**src/rtl/cbg_regs.vh**
```
`ifndef CBG_REGS_VH
`define CBG_REGS_VH

// ----------------------------------------------------------------------
// Register map, byte addresses on the Avalon-MM slave
// ----------------------------------------------------------------------
`define CBG_OFS_CTRL      4'h0
`define CBG_OFS_STATUS    4'h4
`define CBG_OFS_REFRESH   4'h8

// ----------------------------------------------------------------------
// Field positions and reset values
// ----------------------------------------------------------------------
`define CBG_CTRL_IE_BIT   0
`define CBG_CTRL_PAGE_LSB 8
`define CBG_STAT_GRANT    0
`define CBG_STAT_HALT     1
`define CBG_STAT_NMI      2
`define CBG_STAT_ST_LSB   8
`define CBG_RST_IE        1'h0
`define CBG_RST_PAGE      8'h00

// ----------------------------------------------------------------------
// Addresses and timing counts
// ----------------------------------------------------------------------
`define CBG_NMI_VECTOR    16'h0066
`define CBG_RESET_VECTOR  16'h0000
`define CBG_DUMMY_STATES  2'h2

`endif

```
**src/rtl/cbg_seq.v**
```verilog
`timescale 1ns/1ns
// What this block does
// - Sample bus request at each machine cycle end; float from next edge.
// - While granted, address, data and bus strobes go high impedance.
// - Resample bus request every float state; high resumes the cycle.
// - Bus grant output stays low for the whole float.
// - No refresh during a grant; refresh strobe held high.
// - No maskable or non-maskable interrupt accepted while floated.
// - Maskable request taken at instruction end if enabled, bus not requested.
// - Acknowledge fetch adds two automatic waits; wait low extends it further.
// - Acknowledge asserts I/O request with fetch indicator; vector read in.
// - Acknowledge T3 drives refresh address and refresh strobe.
// - Push PC in M2, M3; load PC from page:vector table in M4, M5.
// - Non-maskable falling edge sets pending flag, checked at instruction end.
// - Non-maskable fetch discards byte, pushes PC, continues at 0066H.
// - Halt fetch drives halt indicator low at T4, then stops execution.
// - Halted: keep issuing no-operation fetches with refresh, ignore data.
// - Halt left on reset or interrupt sampled at each no-operation T4.
// - After reset, a two-state dummy cycle, then execution at 0000H.
// - Refresh address is vector page high and refresh counter low.
`include "cbg_regs.vh"

module cbg_seq (
    // Clock and reset
    input  wire        clk,
    input  wire        nrst,
    // Avalon-MM register slave
    input  wire [3:0]  avs_address,
    input  wire        avs_read,
    input  wire        avs_write,
    input  wire [31:0] avs_writedata,
    output reg  [31:0] avs_readdata,
    output reg         avs_waitrequest,
    // System bus pins, asynchronous inputs
    input  wire        bus_request_n,
    input  wire        int_request_n,
    input  wire        nmi_request_n,
    input  wire        wait_n,
    input  wire [7:0]  data_in,
    // System bus pins, outputs with enables
    output reg  [15:0] addr_out,
    output reg         addr_oe,
    output reg  [7:0]  data_out,
    output reg         data_oe,
    output reg         memory_request_n,
    output reg         io_request_n,
    output reg         read_n,
    output reg         write_n,
    output reg         strobe_oe,
    output reg         opcode_fetch_indicator_n,
    output reg         refresh_strobe_n,
    output reg         halt_n,
    output reg         bus_grant_n,
    // Instruction sequencer side, same clock
    input  wire [15:0] seq_addr,
    input  wire [7:0]  seq_dout,
    input  wire        seq_dout_en,
    input  wire        seq_memory_request_n_n,
    input  wire        seq_io_request_n_n,
    input  wire        seq_rd_n,
    input  wire        seq_wr_n,
    input  wire        seq_m1_n,
    input  wire        seq_refresh_strobe_n_n,
    input  wire        seq_cycle_end,
    input  wire        seq_instr_end,
    input  wire        seq_halt_fetch,
    input  wire [15:0] seq_pc,
    input  wire [15:0] seq_sp,
    output reg         seq_hold,
    output reg         seq_pc_load,
    output reg  [15:0] seq_pc_value,
    output reg         seq_sp_load,
    output reg  [15:0] seq_sp_value
);

// ----------------------------------------------------------------------
// States and kinds of special cycle
// ----------------------------------------------------------------------
localparam [3:0] S_RUN = 4'h0, S_FLOAT = 4'h1, S_DUMMY = 4'h2,
                 S_FT1 = 4'h3, S_FT2 = 4'h4, S_FW1 = 4'h5, S_FW2 = 4'h6,
                 S_FTW = 4'h7, S_FT3 = 4'h8, S_FT4 = 4'h9,
                 S_MT1 = 4'ha, S_MT2 = 4'hb, S_MT3 = 4'hc;
localparam [1:0] K_INTA = 2'h0, K_NMI = 2'h1, K_HALT = 2'h2;

// ----------------------------------------------------------------------
// Pin synchronisers
// ----------------------------------------------------------------------
reg  [11:0] sync1_reg;
reg  [11:0] sync2_reg;
reg         nmi_d_reg;
wire        bus_request_n_s = sync2_reg[11];
wire        int_s    = sync2_reg[10];
wire        nmi_s    = sync2_reg[9];
wire        wait_s   = sync2_reg[8];
wire [7:0]  data_s   = sync2_reg[7:0];

always @(posedge clk or negedge nrst) begin
    if (!nrst) begin
        sync1_reg <= 12'hfff;
        sync2_reg <= 12'hfff;
        nmi_d_reg <= 1'b1;
    end else begin
        sync1_reg <= {bus_request_n, int_request_n, nmi_request_n, wait_n,
                      data_in};
        sync2_reg <= sync1_reg;
        nmi_d_reg <= nmi_s;
    end
end

// ----------------------------------------------------------------------
// State registers
// ----------------------------------------------------------------------
reg  [3:0]  st_reg, st_next, ret_reg, ret_next;
reg  [1:0]  kind_reg, kind_next;
reg  [2:0]  mc_reg, mc_next;
reg  [1:0]  dcnt_reg;
reg  [15:0] pc_reg, sp_reg;
reg  [7:0]  vec_reg, pcl_reg, rcnt_reg, page_reg;
reg         ie_reg, nmi_pend_reg, halt_pend_reg;
reg         cyc_end, ld_pc, tk_any;
reg  [3:0]  after;

wire want_nmi = nmi_pend_reg && bus_request_n_s;
wire want_int = !int_s && ie_reg && bus_request_n_s && !want_nmi;

always @* begin
    after     = st_reg;
    ret_next  = ret_reg;
    kind_next = kind_reg;
    mc_next   = mc_reg;
    cyc_end   = 1'b0;
    ld_pc     = 1'b0;
    tk_any    = 1'b0;
    case (st_reg)
        S_DUMMY: begin
            if (dcnt_reg == `CBG_DUMMY_STATES - 2'h1) begin
                after = S_RUN;
                ld_pc = 1'b1;
            end
        end
        S_RUN: begin
            if (seq_cycle_end) begin
                cyc_end = 1'b1;
                if (seq_instr_end) begin
                    if (want_nmi || want_int) begin
                        tk_any    = 1'b1;
                        after     = S_FT1;
                        kind_next = want_nmi ? K_NMI : K_INTA;
                    end else if (halt_pend_reg) begin
                        after     = S_FT1;
                        kind_next = K_HALT;
                    end
                end
            end
        end
        S_FLOAT: begin
            if (bus_request_n_s)
                after = ret_reg;
        end
        S_FT1: after = S_FT2;
        S_FT2: begin
            if (kind_reg == K_INTA)
                after = S_FW1;
            else
                after = wait_s ? S_FT3 : S_FTW;
        end
        S_FW1: after = S_FW2;
        S_FW2: after = wait_s ? S_FT3 : S_FTW;
        S_FTW: after = wait_s ? S_FT3 : S_FTW;
        S_FT3: after = S_FT4;
        S_FT4: begin
            cyc_end = 1'b1;
            if (kind_reg != K_HALT) begin
                after   = S_MT1;
                mc_next = 3'h2;
            end else if (want_nmi || want_int) begin
                tk_any    = 1'b1;
                after     = S_FT1;
                kind_next = want_nmi ? K_NMI : K_INTA;
            end else begin
                after = S_FT1;
            end
        end
        S_MT1: after = S_MT2;
        S_MT2: after = wait_s ? S_MT3 : S_MT2;
        S_MT3: begin
            cyc_end = 1'b1;
            if ((mc_reg == 3'h3 && kind_reg == K_NMI) ||
                mc_reg == 3'h5) begin
                after = S_RUN;
                ld_pc = 1'b1;
            end else begin
                after   = S_MT1;
                mc_next = mc_reg + 3'h1;
            end
        end
        default: after = S_RUN;
    endcase
    st_next = after;
    if (cyc_end && !bus_request_n_s) begin
        st_next  = S_FLOAT;
        ret_next = after;
    end
end

always @(posedge clk or negedge nrst) begin
    if (!nrst) begin
        st_reg        <= S_DUMMY;
        ret_reg       <= S_RUN;
        kind_reg      <= K_HALT;
        mc_reg        <= 3'h2;
        dcnt_reg      <= 2'h0;
        pc_reg        <= 16'h0000;
        sp_reg        <= 16'h0000;
        vec_reg       <= 8'h00;
        pcl_reg       <= 8'h00;
        rcnt_reg      <= 8'h00;
        nmi_pend_reg  <= 1'b0;
        halt_pend_reg <= 1'b0;
    end else begin
        st_reg   <= st_next;
        ret_reg  <= ret_next;
        kind_reg <= kind_next;
        mc_reg   <= mc_next;
        dcnt_reg <= (st_reg == S_DUMMY) ? dcnt_reg + 2'h1 : 2'h0;
        if (tk_any && st_reg == S_RUN) begin
            pc_reg <= seq_pc;
            sp_reg <= seq_sp;
        end
        // The synchroniser delays the bus by two edges, so the vector
        // is taken as T3 ends, when it shows the next-to-last wait state's byte.
        if (kind_reg == K_INTA && st_reg == S_FT3)
            vec_reg <= data_s;
        if (st_reg == S_MT3 && mc_reg == 3'h4)
            pcl_reg <= data_s;
        if (st_reg == S_FT3)
            rcnt_reg <= {rcnt_reg[7], rcnt_reg[6:0] + 7'h01};
        // A new edge in the acceptance cycle keeps the flag set.
        if (nmi_d_reg && !nmi_s)
            nmi_pend_reg <= 1'b1;
        else if (tk_any && kind_next == K_NMI)
            nmi_pend_reg <= 1'b0;
        if (seq_halt_fetch)
            halt_pend_reg <= 1'b1;
        else if (kind_next == K_HALT && st_next == S_FT1)
            halt_pend_reg <= 1'b0;
    end
end

// ----------------------------------------------------------------------
// Bus drive, decoded from the next state
// ----------------------------------------------------------------------
reg  [15:0] o_a;
reg  [7:0]  o_d;
reg         o_aoe, o_doe, o_soe, o_memory_request_n, o_io_request_n, o_rd, o_wr, o_m1;
reg         o_refresh_strobe_n, o_grant;
wire [15:0] pcsel = (st_reg == S_RUN) ? seq_pc : pc_reg;
wire        inta  = (kind_next == K_INTA);

always @* begin
    o_a = seq_addr; o_d = seq_dout; o_aoe = 1'b1; o_doe = seq_dout_en;
    o_soe = 1'b1; o_memory_request_n = seq_memory_request_n_n; o_io_request_n = seq_io_request_n_n;
    o_rd = seq_rd_n; o_wr = seq_wr_n; o_m1 = seq_m1_n;
    o_refresh_strobe_n = seq_refresh_strobe_n_n; o_grant = 1'b1;
    if (st_next != S_RUN) begin
        o_a = pcsel; o_d = 8'h00; o_doe = 1'b0; o_memory_request_n = 1'b1;
        o_io_request_n = 1'b1; o_rd = 1'b1; o_wr = 1'b1; o_m1 = 1'b1;
        o_refresh_strobe_n = 1'b1;
    end
    case (st_next)
        S_FLOAT: begin
            o_aoe = 1'b0; o_soe = 1'b0;
            o_grant = 1'b0;
        end
        S_DUMMY: o_a = `CBG_RESET_VECTOR;
        S_FT1, S_FT2: begin
            o_m1 = 1'b0; o_memory_request_n = inta; o_rd = inta;
        end
        S_FW1, S_FW2: begin
            o_m1 = 1'b0; o_io_request_n = 1'b0;
        end
        S_FTW: begin
            o_m1 = 1'b0; o_io_request_n = !inta; o_memory_request_n = inta; o_rd = inta;
            if (inta)
                o_io_request_n = 1'b0;
        end
        S_FT3, S_FT4: begin
            o_a = {page_reg, rcnt_reg};
            o_refresh_strobe_n = 1'b0;
            o_memory_request_n = (st_next == S_FT4);
        end
        S_MT1, S_MT2, S_MT3: begin
            o_memory_request_n = 1'b0;
            if (mc_next <= 3'h3) begin
                o_a = sp_reg - ((mc_next == 3'h2) ? 16'h0001 : 16'h0002);
                o_d = (mc_next == 3'h2) ? pc_reg[15:8] : pc_reg[7:0];
                o_doe = 1'b1;
                o_wr = (st_next != S_MT2);
            end else begin
                o_a = {page_reg, vec_reg} + {15'h0000, mc_next == 3'h5};
                o_rd = 1'b0;
            end
        end
        default: o_grant = 1'b1;
    endcase
end

always @(posedge clk or negedge nrst) begin
    if (!nrst) begin
        addr_out <= 16'h0000; addr_oe <= 1'b1;
        data_out <= 8'h00; data_oe <= 1'b0; strobe_oe <= 1'b1;
        memory_request_n <= 1'b1; io_request_n <= 1'b1;
        read_n <= 1'b1; write_n <= 1'b1;
        opcode_fetch_indicator_n <= 1'b1; refresh_strobe_n <= 1'b1;
        bus_grant_n <= 1'b1; halt_n <= 1'b1; seq_hold <= 1'b1;
        seq_pc_load <= 1'b0; seq_pc_value <= 16'h0000;
        seq_sp_load <= 1'b0; seq_sp_value <= 16'h0000;
    end else begin
        addr_out <= o_a; addr_oe <= o_aoe;
        data_out <= o_d; data_oe <= o_doe; strobe_oe <= o_soe;
        memory_request_n <= o_memory_request_n; io_request_n <= o_io_request_n;
        read_n <= o_rd; write_n <= o_wr;
        opcode_fetch_indicator_n <= o_m1;
        refresh_strobe_n <= o_refresh_strobe_n;
        bus_grant_n <= o_grant;
        seq_hold <= (st_next != S_RUN);
        if (seq_halt_fetch)
            halt_n <= 1'b0;
        else if (tk_any && kind_reg == K_HALT && st_reg == S_FT4)
            halt_n <= 1'b1;
        seq_pc_load <= ld_pc;
        seq_sp_load <= ld_pc && (st_reg == S_MT3);
        seq_sp_value <= sp_reg - 16'h0002;
        if (st_reg == S_DUMMY)
            seq_pc_value <= `CBG_RESET_VECTOR;
        else if (kind_reg == K_NMI)
            seq_pc_value <= `CBG_NMI_VECTOR;
        else
            seq_pc_value <= {data_s, pcl_reg};
    end
end

// ----------------------------------------------------------------------
// Avalon-MM slave, one wait state per access
// ----------------------------------------------------------------------
wire acc = avs_read || avs_write;
wire wr_hit = avs_write && !avs_waitrequest &&
              avs_address == `CBG_OFS_CTRL;

always @(posedge clk or negedge nrst) begin
    if (!nrst) begin
        avs_waitrequest <= 1'b1;
        avs_readdata    <= 32'h00000000;
        ie_reg          <= `CBG_RST_IE;
        page_reg        <= `CBG_RST_PAGE;
    end else begin
        avs_waitrequest <= !(acc && avs_waitrequest);
        // Software enabling wins over the clear made by acceptance.
        if (wr_hit) begin
            ie_reg   <= avs_writedata[`CBG_CTRL_IE_BIT];
            page_reg <= avs_writedata[`CBG_CTRL_PAGE_LSB +: 8];
        end else if (tk_any) begin
            ie_reg <= 1'b0;
        end
        if (avs_read && avs_waitrequest) begin
            case (avs_address)
                `CBG_OFS_CTRL:
                    avs_readdata <= {16'h0000, page_reg, 7'h00, ie_reg};
                `CBG_OFS_STATUS:
                    avs_readdata <= {20'h00000, st_reg, 5'h00,
                                     nmi_pend_reg, !halt_n, !bus_grant_n};
                `CBG_OFS_REFRESH:
                    avs_readdata <= {24'h000000, rcnt_reg};
                default: avs_readdata <= 32'h00000000;
            endcase
        end
    end
end

endmodule // cbg_seq
```
**config.mk**
```make
export PLATFORM = sky130hd
export DESIGN_NAME = cbg_seq
export DESIGN_NICKNAME = d
export VERILOG_FILES = /design/src/rtl/cbg_seq.v
export VERILOG_INCLUDE_DIRS = /design/src /design/src/rtl
export SDC_FILE = /design/constraint.sdc
export NUM_CORES = 1
export LEC_CHECK = 0
export ABC_AREA = 1
export BUFFER_PORTS_ARGS = -buffer_cell sky130_fd_sc_hd__buf_2
export CORE_MARGIN = 2
export CORE_UTILIZATION = 30
export DETAILED_ROUTE_END_ITERATION = 10
export PLACE_DENSITY = 0.61
export SLEW_MARGIN = 20
export SYNTH_ARGS = -nofsm -noshare
export SYNTH_HDL_FRONTEND = slang
export SYNTH_SLANG_ARGS = --single-unit
export TNS_END_PERCENT = 20
```
**constraint.sdc**
```tcl
create_clock -name clk -period 4.46 [get_ports clk]
set_input_delay 0 -clock clk [delete_from_list [all_inputs] [get_ports clk]]
set_output_delay 0 -clock clk [all_outputs]
set_load 0.02 [all_outputs]
```
# After elaboration in Yosys (flattened, before gate mapping)
# Cells that the tools add are included.
# word_totals
out_inout_bits	103
rom_bits	0
n_memories	0
regBits	207
mem_bits_rw	0
latchBits	0
# classes
reduce_logical	47
div_mod_pow	0
n_mul	0
n_bitwise	0
n_lt_le_gt_ge	1
eq_ne	38
addsub	6
muxes	74
shift	0
# ops
op	n
$pmux W16 S3	2
$mux W16	5
$pmux W4 S12	1
$eq A4 B4 Y1 const B	11
$mux W4	11
$eq A4 B3 Y1 const B	9
$mux W1	32
$mux W8	4
$logic_and A1 B1 Y1	19
$add A16 B1 Y16	1
$eq A4 B2 Y1 const B	4
$mux W2	8
$sub A16 B2 Y16	1
$sub A16 B2 Y16 const B	1
$pmux W1 S2	5
$eq A3 B3 Y1 const B	3
$logic_not A1 Y1	9
$mux W3	3
$eq A4 B1 Y1 const B	2
$logic_not A4 Y1	2
$reduce_bool A2 Y1	4
$reduce_or A2 Y1	4
$add A7 B1 Y7 const B	1
$eq A2 B1 Y1 const B	3
15 further kinds	21

# Logic depth before layout (Yosys ltp)
# Gate-level depths: netlist (run 1).
# logic_depth
ltp_word	14
ltp_mapped	24
ltp_nobuf	23

# Least setup slack after synthesis (run 1)
# No wires, ideal clock.
# synth_path
kind	register to register
startpoint	register mc_reg[1]
endpoint	register addr_out[8]
path_slack_ns	1.304
t_arrival_ns	3.037
period_less_slack_ns	3.156
n_path_buf	0
stages_incl_launch_ff	21
cell_sequence	dfstp_2 > ha_1 > ha_1 > nand3_1 > nand2_1 > nand2_1 > nand3_1 > nand2_1 > o21ai_1 > inv_1 > nand3_1 > inv_1 > ha_1 > fa_1 > nand2_1 > nor3_1 > xor2_1 > o21ai_0 > inv_1 > a21oi_1 > nand2_1
# synth_between
elab_chain_cells	10
# synth_rtl
item	line_no	text
start: declaration	cbg_seq.v:115	reg [2:0] mc_reg, mc_next;
start signal: assignment	cbg_seq.v:224	mc_reg <= mc_next;
branches (longest 9 deep; another with $sub A16 B2 Y16)	--	
$pmux W16 S3 *	cbg_seq.v:270	case (st_next)
via o_a[8]	cbg_seq.v:253	reg [15:0] o_a;
end signal: assignment	cbg_seq.v:310	addr_out <= 16'h0000; addr_oe <= 1'b1;
end signal: assignment	cbg_seq.v:319	addr_out <= o_a; addr_oe <= o_aoe;
end: declaration	cbg_seq.v:41	output reg [15:0] addr_out,
# Mark *: on every way through the listed nets, which the timed path passes.
# A chain may end at the register's enable or synchronous reset.

# Worst setup path after layout (run 1)
# layout_path
startpoint	register mc_reg[1]
endpoint	register addr_out[5]
# Same word-level chain as after synthesis.

==> reports/results.tsv, run 1 <==
stage	metric	value	unit
final_layout	Final Cell Area	0.01201	sq mm
synthesis	post-synthesis adder-cell area fraction	0.01681	
final_layout	most frequent cells in the layout	nand2_1, buf_2, dfrtp_1	
cts	maximum buffer depth of the clock tree	2	
setup_path	crit path to	addr_out[5]	
cts	CTS tree	done	
final_layout	commonest non-fill, non-tap cell in the layout	nand2_1	
sta	Final TNS setup	0	ns
sta	Final min period	3.747	ns
detailed_routing	final wirelength	27910	microns
sta	Worst Clk Skew	0.01518	ns
setup_path	Crit Path Max Fanout	10	
sta	Finish-stage setup viols	0	
synthesis	Synth Area in Compound Gates	0.08404	
die	Starting Density	0.3058	
synthesis	average cell area after synthesis	8.307	sq um
global_routing	first-pass GRT wire length	43900	microns
setup_path	worst setup path startpoint	mc_reg[1]	
sta	final worst path period share	0.8401	
global_routing	initial antenna violation count	1	
synthesis	ranking of synthesized cells by area	dfrtp_1, nand2_1, dfstp_2	
synthesis	XOR/XNOR Fraction of Synth Area	0.03922	
global_routing	GR peak layer	met2	
cts	post-CTS sizing	0	
cts	# clock sinks	190	
place	Placer Congestion	0.8761	
detailed_routing	initial drt markers	555	
sta	Final Hold Viols	0	
pwr	Sw Ratio	0.4777	
synthesis	post-synthesis cell count	1129	
setup_path	worst reg-to-reg path cell count	21	
place	DP HPWL	20330	microns
detailed_routing	Vias/cell	4.579	
die	chip height	180.8	microns
cts	root buffer cell	clkbuf_16	
die	Ports	221	
pwr	peak supply drop	0.3495	mV
die	die area	0.03269	sq mm
detailed_routing	antenna viol nets, final	0	
min_path	hold path start	avs_address[0]	
setup_path	worst r2r src	mc_reg[1]	
synthesis	sequential area share after synthesis	0.5120	
sta	FMAX	0.2669	GHz
die	FP Rows	64	
synthesis	largest family of logic cells by synthesized area	simple AND/OR/NAND/NOR gates	
synthesis	Synth Area in Simple Gates	0.2599	
setup_path	setup slack, reg-to-reg	0.71	ns
setup_path	worst r2r dst	addr_out[5]	
pwr	internal cell power	4.390	mW
global_routing	largest net degree at the start of global routing	103	
setup_path	Worst Setup Path Type	register to register	
cts	TritonCTS Buffers	17	
synthesis	mux cell area share after synthesis	0	
synthesis	top-area cell type share of the netlist area	0.4055	
global_routing	vias in the first global route	8228	
global_routing	grt met1 use	0.2216	
setup_path	CP Capture Type	register	
final_layout	nets	1514	
pwr	Sw Pwr	4.014	mW
status	status	complete, no violations	
setup_path	startpoint types	register	
setup_path	CP required	4.78	ns
sta	Slew headroom	0.4435	
pwr	Logic pwr share	0.496	
detailed_routing	vias	8210	
setup_path	Arr. time, crit path	4.06	ns
synthesis	Synth Cell Area	0.009379	sq mm
pwr	Seq pwr share	0.320	
final_layout	# diodes	0	
synthesis	Synth Register Bits	190	
synthesis	Syn. warnings	0	
place	Port Buffers	180	
sta	Final Max Tran Viols	0	
min_path	worst hold path type	input port to register	
final_layout	layout cell share with drive strength beyond 1	0.2205	
cts	clock-pin transition on the worst setup and hold timing paths	0.08	ns
die	core area	0.03067	sq mm
detailed_routing	router iterations before antenna repair	5	
cts	latest clock arrival within the worst-skew pair	0.44	ns
global_routing	met2 Usage GRT	0.2881	
die	Die Span X	180.8	microns
sta	RSZ-0062 raised after global routing	false	
job	total of max-cap violations	0	
final_layout	Area Overhead vs Synth	28.09	%
pwr	Power Dens Cells	699.5	mW/mm^2
synthesis	Netlist cell types	43	
cts	# H-tree levels	4	
pwr	Clock power frac	0.183	
place	DP Area	0.01057	sq mm
global_routing	grt total ovfl	0	
detailed_routing	Post-route DRC	0	
pwr	leakage power total	6.147	nW
synthesis	cell accounting for the most synthesized area	dfrtp_1	
sta	actual slew at the worst max-slew pin	0.8348	ns
detailed_routing	Avg WL per Cell	15.57	microns
global_routing	M3 GR Usage	0.03024	
global_routing	aggregate global-route resource usage	0.1714	
[per-stage QoR]
| stage | setup slack, ns | power, mW | hold WS, ns | utilization | cells |
|---|---|---|---|---|---|
| CTS | 0.7574 | 8.455 | 0.003087 | 0.3913 | 1792 |
| global placement | 0.8599 | 6.776 | 0.1053 | 0.3447 | 1675 |
| detailed placement | 0.7963 | 6.824 | 0.1066 | 0.3447 | 1675 |
| finish | 0.7133 | 8.404 | 0.03696 | 0.3917 | 1793 |
| floorplan | 1.304 | 5.636 | -0.2956 | - | 1145 |
| global route | 0.3774 | 9.088 | 0.05150 | 0.3917 | 1793 |
[how the worst min path moves through the flow]
stage                                 end  slack [ns]  cells past startpoint
after floorplan               addr_out[0]       -0.30                      0
after global placement       sync1_reg[2]        0.11                      1
after detailed placement     sync1_reg[7]        0.11                      1
after CTS                    addr_out[10]       0.003                      5
after global routing          addr_out[8]        0.05                      5
final                     avs_readdata[6]        0.04                      4
[power by group through the flow]
| stage | Combinational [mW] | Clock (mW) | Sequential [mW] |
|---|---|---|---|
| floorplan | 2.70 | 0 | 2.94 |
| global placement | 4.06 | 0 | 2.72 |
| detailed placement | 4.11 | 0 | 2.72 |
| CTS | 4.18 | 1.58 | 2.70 |
| global route | 4.68 | 1.64 | 2.76 |
| finish | 4.17 | 1.54 | 2.69 |
[cell type report]
cell class | instances | area (sq um)
Clock buffer | 17 | 425.4
Inverter | 124 | 465.4
Tap cell | 396 | 495.5
Multi-Input combinational cell | 777 | 3817
Sequential cell | 190 | 4802
Timing Repair Buffer | 274 | 1856
Clock inverter | 15 | 152.6
Fill cell | 3126 | 18660
[synthesized netlist by cell type]
| cell | count |
|---|---|
| or2_2 | 1 |
| o21ai_2 | 1 |
| o21ai_4 | 1 |
| nand3b_1 | 2 |
| conb_1 | 1 |
| o211ai_1 | 3 |
| dfstp_2 | 38 |
| nand3_1 | 57 |
| a31oi_1 | 1 |
| nand2_4 | 2 |
| nand2_1 | 341 |
| a21boi_0 | 1 |
| nor2_2 | 8 |
| or2_1 | 1 |
| inv_1 | 116 |
| a21oi_2 | 1 |
| buf_1 | 3 |
| clkbuf_1 | 15 |
| nand4_1 | 16 |
| o21ai_0 | 88 |
| buf_6 | 9 |
| xor2_1 | 40 |
| buf_4 | 21 |
| nor3_1 | 19 |
| o32ai_1 | 1 |
| fa_1 | 1 |
| nor2_4 | 7 |
| o21a_1 | 1 |
| nor2_1 | 87 |
| o22ai_1 | 9 |
| dfrtp_1 | 152 |
| and2_1 | 1 |
| nand2_2 | 15 |
| nand3_2 | 3 |
| xnor2_1 | 2 |
| nor2_8 | 1 |
| nand4_4 | 1 |
| buf_2 | 6 |
| o21ai_1 | 2 |
| ha_1 | 11 |
| a21oi_1 | 27 |
| o31ai_1 | 8 |
| inv_2 | 8 |
[metal layers]
layer,vias up,wire length [microns]
li1,4032,-
met5,-,13
met3,41,1146
met2,208,13490
met4,2,683
met1,3927,12580
[what timing repair did]
| action | in CTS | in global routing |
|---|---|---|
| endpoints found under the hold margin | 164 | 1 |
| buffers inserted | 0 | 0 |
| hold buffers | 85 | 1 |
[kinds of logic (layout without fill, tap and decap cells)]
kind of cell | Yosys count | after routing
AND/OR/NAND/NOR | 562 | 562
flip-flops | 190 | 190
buffers and inverters | 178 | 430
AO/OA/AOI/OAI | 144 | 144
XOR/XNOR | 42 | 42
adder cells (fa/ha/maj) | 12 | 12
other | 1 | 17
[worst max-delay path, stage by stage (launching register included)]
cell	delay [ns]
dfstp_2	0.54
ha_1	0.14
ha_1	0.15
nand3_1	0.08
nand2_1	0.12
nand2_1	0.14
nand3_1	0.13
nand2_1	0.06
o21ai_1	0.10
inv_1	0.07
nand3_1	0.08
buf_4	0.19
inv_1	0.07
ha_1	0.27
inv_1	0.03
o21ai_0	0.42
nor2_1	0.14
xor2_1	0.18
nand2_1	0.07
o21ai_0	0.08
a21oi_1	0.41
nand2_1	0.12
Power figures use the tool's default switching activity.
==> run 2: changes to the inputs <==
- clock period: 4.46 -> 3.5 ns (I/O delays scaled with it)
==> reports/results.tsv, run 2 (same netlist as run 1, synthesis figures left out) <==
stage	metric	value	unit	change
sta	tightest hold margin	0.03660	ns	-0.0003570 ns
die	Starting Density	0.3058		unchanged
detailed_routing	router iterations before antenna repair	5		unchanged
setup_path	CP Capture Type	register		
sta	Final TNS setup	0	ns	unchanged
sta	Finish-stage setup viols	0		unchanged
die	Die Span X	180.8	microns	unchanged
global_routing	first-pass GRT wire length	44300	microns	+0.90%
sta	Final min period	3.235	ns	-0.5115 ns
final_layout	Area Overhead vs Synth	29.38	%	
setup_path	Worst Setup Path Type	register to register		
setup_path	startpoint types	register		
final_layout	final core utilization	0.3956		+0.003916
global_routing	initial antenna violation count	1		unchanged
cts	# H-tree levels	4		unchanged
pwr	leakage power total	6.203	nW	+0.90%
sta	Final Max Tran Viols	0		unchanged
sta	Final Hold Viols	0		unchanged
setup_path	crit-path cells	ha_1 -> ha_1 -> nand3_1 -> nand2_1 -> nand2_1 -> nand3_1 -> nand2_1 -> o21ai_1 -> inv_1 -> nand3_1 -> inv_1 -> ha_1 -> fa_1 -> nand2_2 -> nor2_1 -> nand2_1 -> xor2_1 -> nand2_1 -> nand2_1 -> inv_1 -> a21oi_1 -> nand2_1		
min_path	worst hold path type	input port to register		
global_routing	aggregate global-route resource usage	0.1733		+0.001949
setup_path	critical path's slowest cell	dfstp_2		
cts	# clock sinks	190		unchanged
detailed_routing	final wirelength	28040	microns	+0.44%
sta	final worst path period share	0.9244		+0.08429
die	chip height	180.8	microns	unchanged
global_routing	largest net degree at the start of global routing	128		+24%
setup_path	max incr delay on CP	0.55	ns	about the same
cts	clock-pin transition on the worst setup and hold timing paths	0.08	ns	about the same
detailed_routing	antenna viol nets, final	0		unchanged
place	Port Buffers	180		unchanged
job	total of max-cap violations	0		unchanged
cts	CTS tree	done		
place	DP HPWL	20620	microns	+1.4%
detailed_routing	Post-route DRC	0		unchanged
sta	FMAX	0.3091	GHz	+16%
pwr	Power Dens Cells	901.3	mW/mm^2	+29%
sta	final worst slack	0.2647	ns	-0.4485 ns
final_layout	layout cell share with drive strength beyond 1	0.2324		+0.01189
detailed_routing	vias	8282		+0.88%
final_layout	commonest non-fill, non-tap cell in the layout	nand2_1		
die	core area	0.03067	sq mm	unchanged
die	Ports	221		unchanged
place	worst slack, placed	0.2134	ns	-0.5828 ns
setup_path	Crit Path Max Fanout	3		-7
setup_path	CP most frequent cell	nand2_1		
status	status	complete, no violations		
final_layout	nets	1520		+0.40%
sta	Slew headroom	0.3516		-0.09191
final_layout	most frequent cells in the layout	nand2_1, buf_2, dfrtp_1		
die	die area	0.03269	sq mm	unchanged
setup_path	Arr. time, crit path	3.56	ns	-0.50 ns
cts	TritonCTS Buffers	17		unchanged
setup_path	CP required	3.83	ns	-0.95 ns
cts	postcts setup bufs	0		unchanged
die	FP Rows	64		unchanged
detailed_routing	initial drt markers	555		unchanged
sta	actual slew at the worst max-slew pin	0.9726	ns	+0.1379 ns
cts	latest clock arrival within the worst-skew pair	0.45	ns	about the same
global_routing	grt total ovfl	0		unchanged
detailed_routing	Avg WL per Cell	15.58	microns	about the same
cts	root buffer cell	clkbuf_16		
cts	maximum buffer depth of the clock tree	2		unchanged
place	Placer Congestion	0.8852		+1.0%
sta	Worst Clk Skew	0.01184	ns	-0.003340 ns
pwr	peak supply drop	0.4266	mV	+22%
detailed_routing	Vias/cell	4.601		+0.48%
global_routing	vias in the first global route	8326		+1.2%
run 2: where the power goes:
group / internal [mW] / leakage, nW / switching [mW]
Combinational: 1.66 / 3.58 / 3.70
Sequential: 2.97 / 2.31 / 0.460
Clock: 1.23 / 0.310 / 0.909
Total: 5.86 / 6.20 / 5.07
run 2: routing by layer:
metal	track usage	share of wire	vias up
li1	-	-	4053
met1	0.2225	0.44	3963
met2	0.2934	0.49	231
met3	0.03205	0.047	35
met4	0.05903	0.021	0
met5	0	0	-
run 2: metrics by stage:
| stage | cell area (sq um) | power, mW | instances |
|---|---|---|---|
| floorplan | 9439 | 7.181 | 1145 |
| global placement | 10620 | 8.629 | 1684 |
| detailed placement | 10620 | 8.694 | 1684 |
| CTS | 12090 | 10.96 | 1799 |
| global route | 12130 | 11.81 | 1799 |
| finish | 12130 | 10.94 | 1800 |
run 2: worst paths after layout:
| check | start | endpoint | slack (ns) | cells past startpoint |
|---|---|---|---|---|
| max | mc_reg[1] | addr_out[14] | 0.26 | 22 |
| min | avs_address[3] | avs_readdata[5] | 0.04 | 3 |
| max reg2reg | mc_reg[1] | addr_out[14] | 0.26 | 22 |
| min reg2reg | sync1_reg[2] | sync2_reg[2] | 0.35 | 0 |
| max in group asynchronous | nrst | sp_reg[13] | 2.24 | 3 |
| min in group asynchronous | nrst | dcnt_reg[0] | 0.25 | 2 |
run 2: area by class of cell:
type,instances,area (sq um)
inverter,124,465.4
fill,3128,18540
tap,396,495.5
clock inverter,14,203.9
multi-input combinational,777,3856
sequential,190,4802
clock buffer,18,439.2
antenna,1,2.502
timing repair buffer,280,1869
run 2: worst max-delay path, delay by kind of cell (launching register included):
kind,cells,cell delay (ns)
compound gates,2,0.22
flops,1,0.55
simple gates,12,1.04
buf+inv,3,0.21
fa+ha+maj,4,0.92
xor+xnor,1,0.16
run 2: timing repair:
| item | in CTS | in global routing |
|---|---|---|
| resized for setup | 0 | 10 |
| hold endpoints to repair | 172 | 0 |
| setup endpoints to repair | 0 | 6 |
| hold buffers | 83 | 0 |
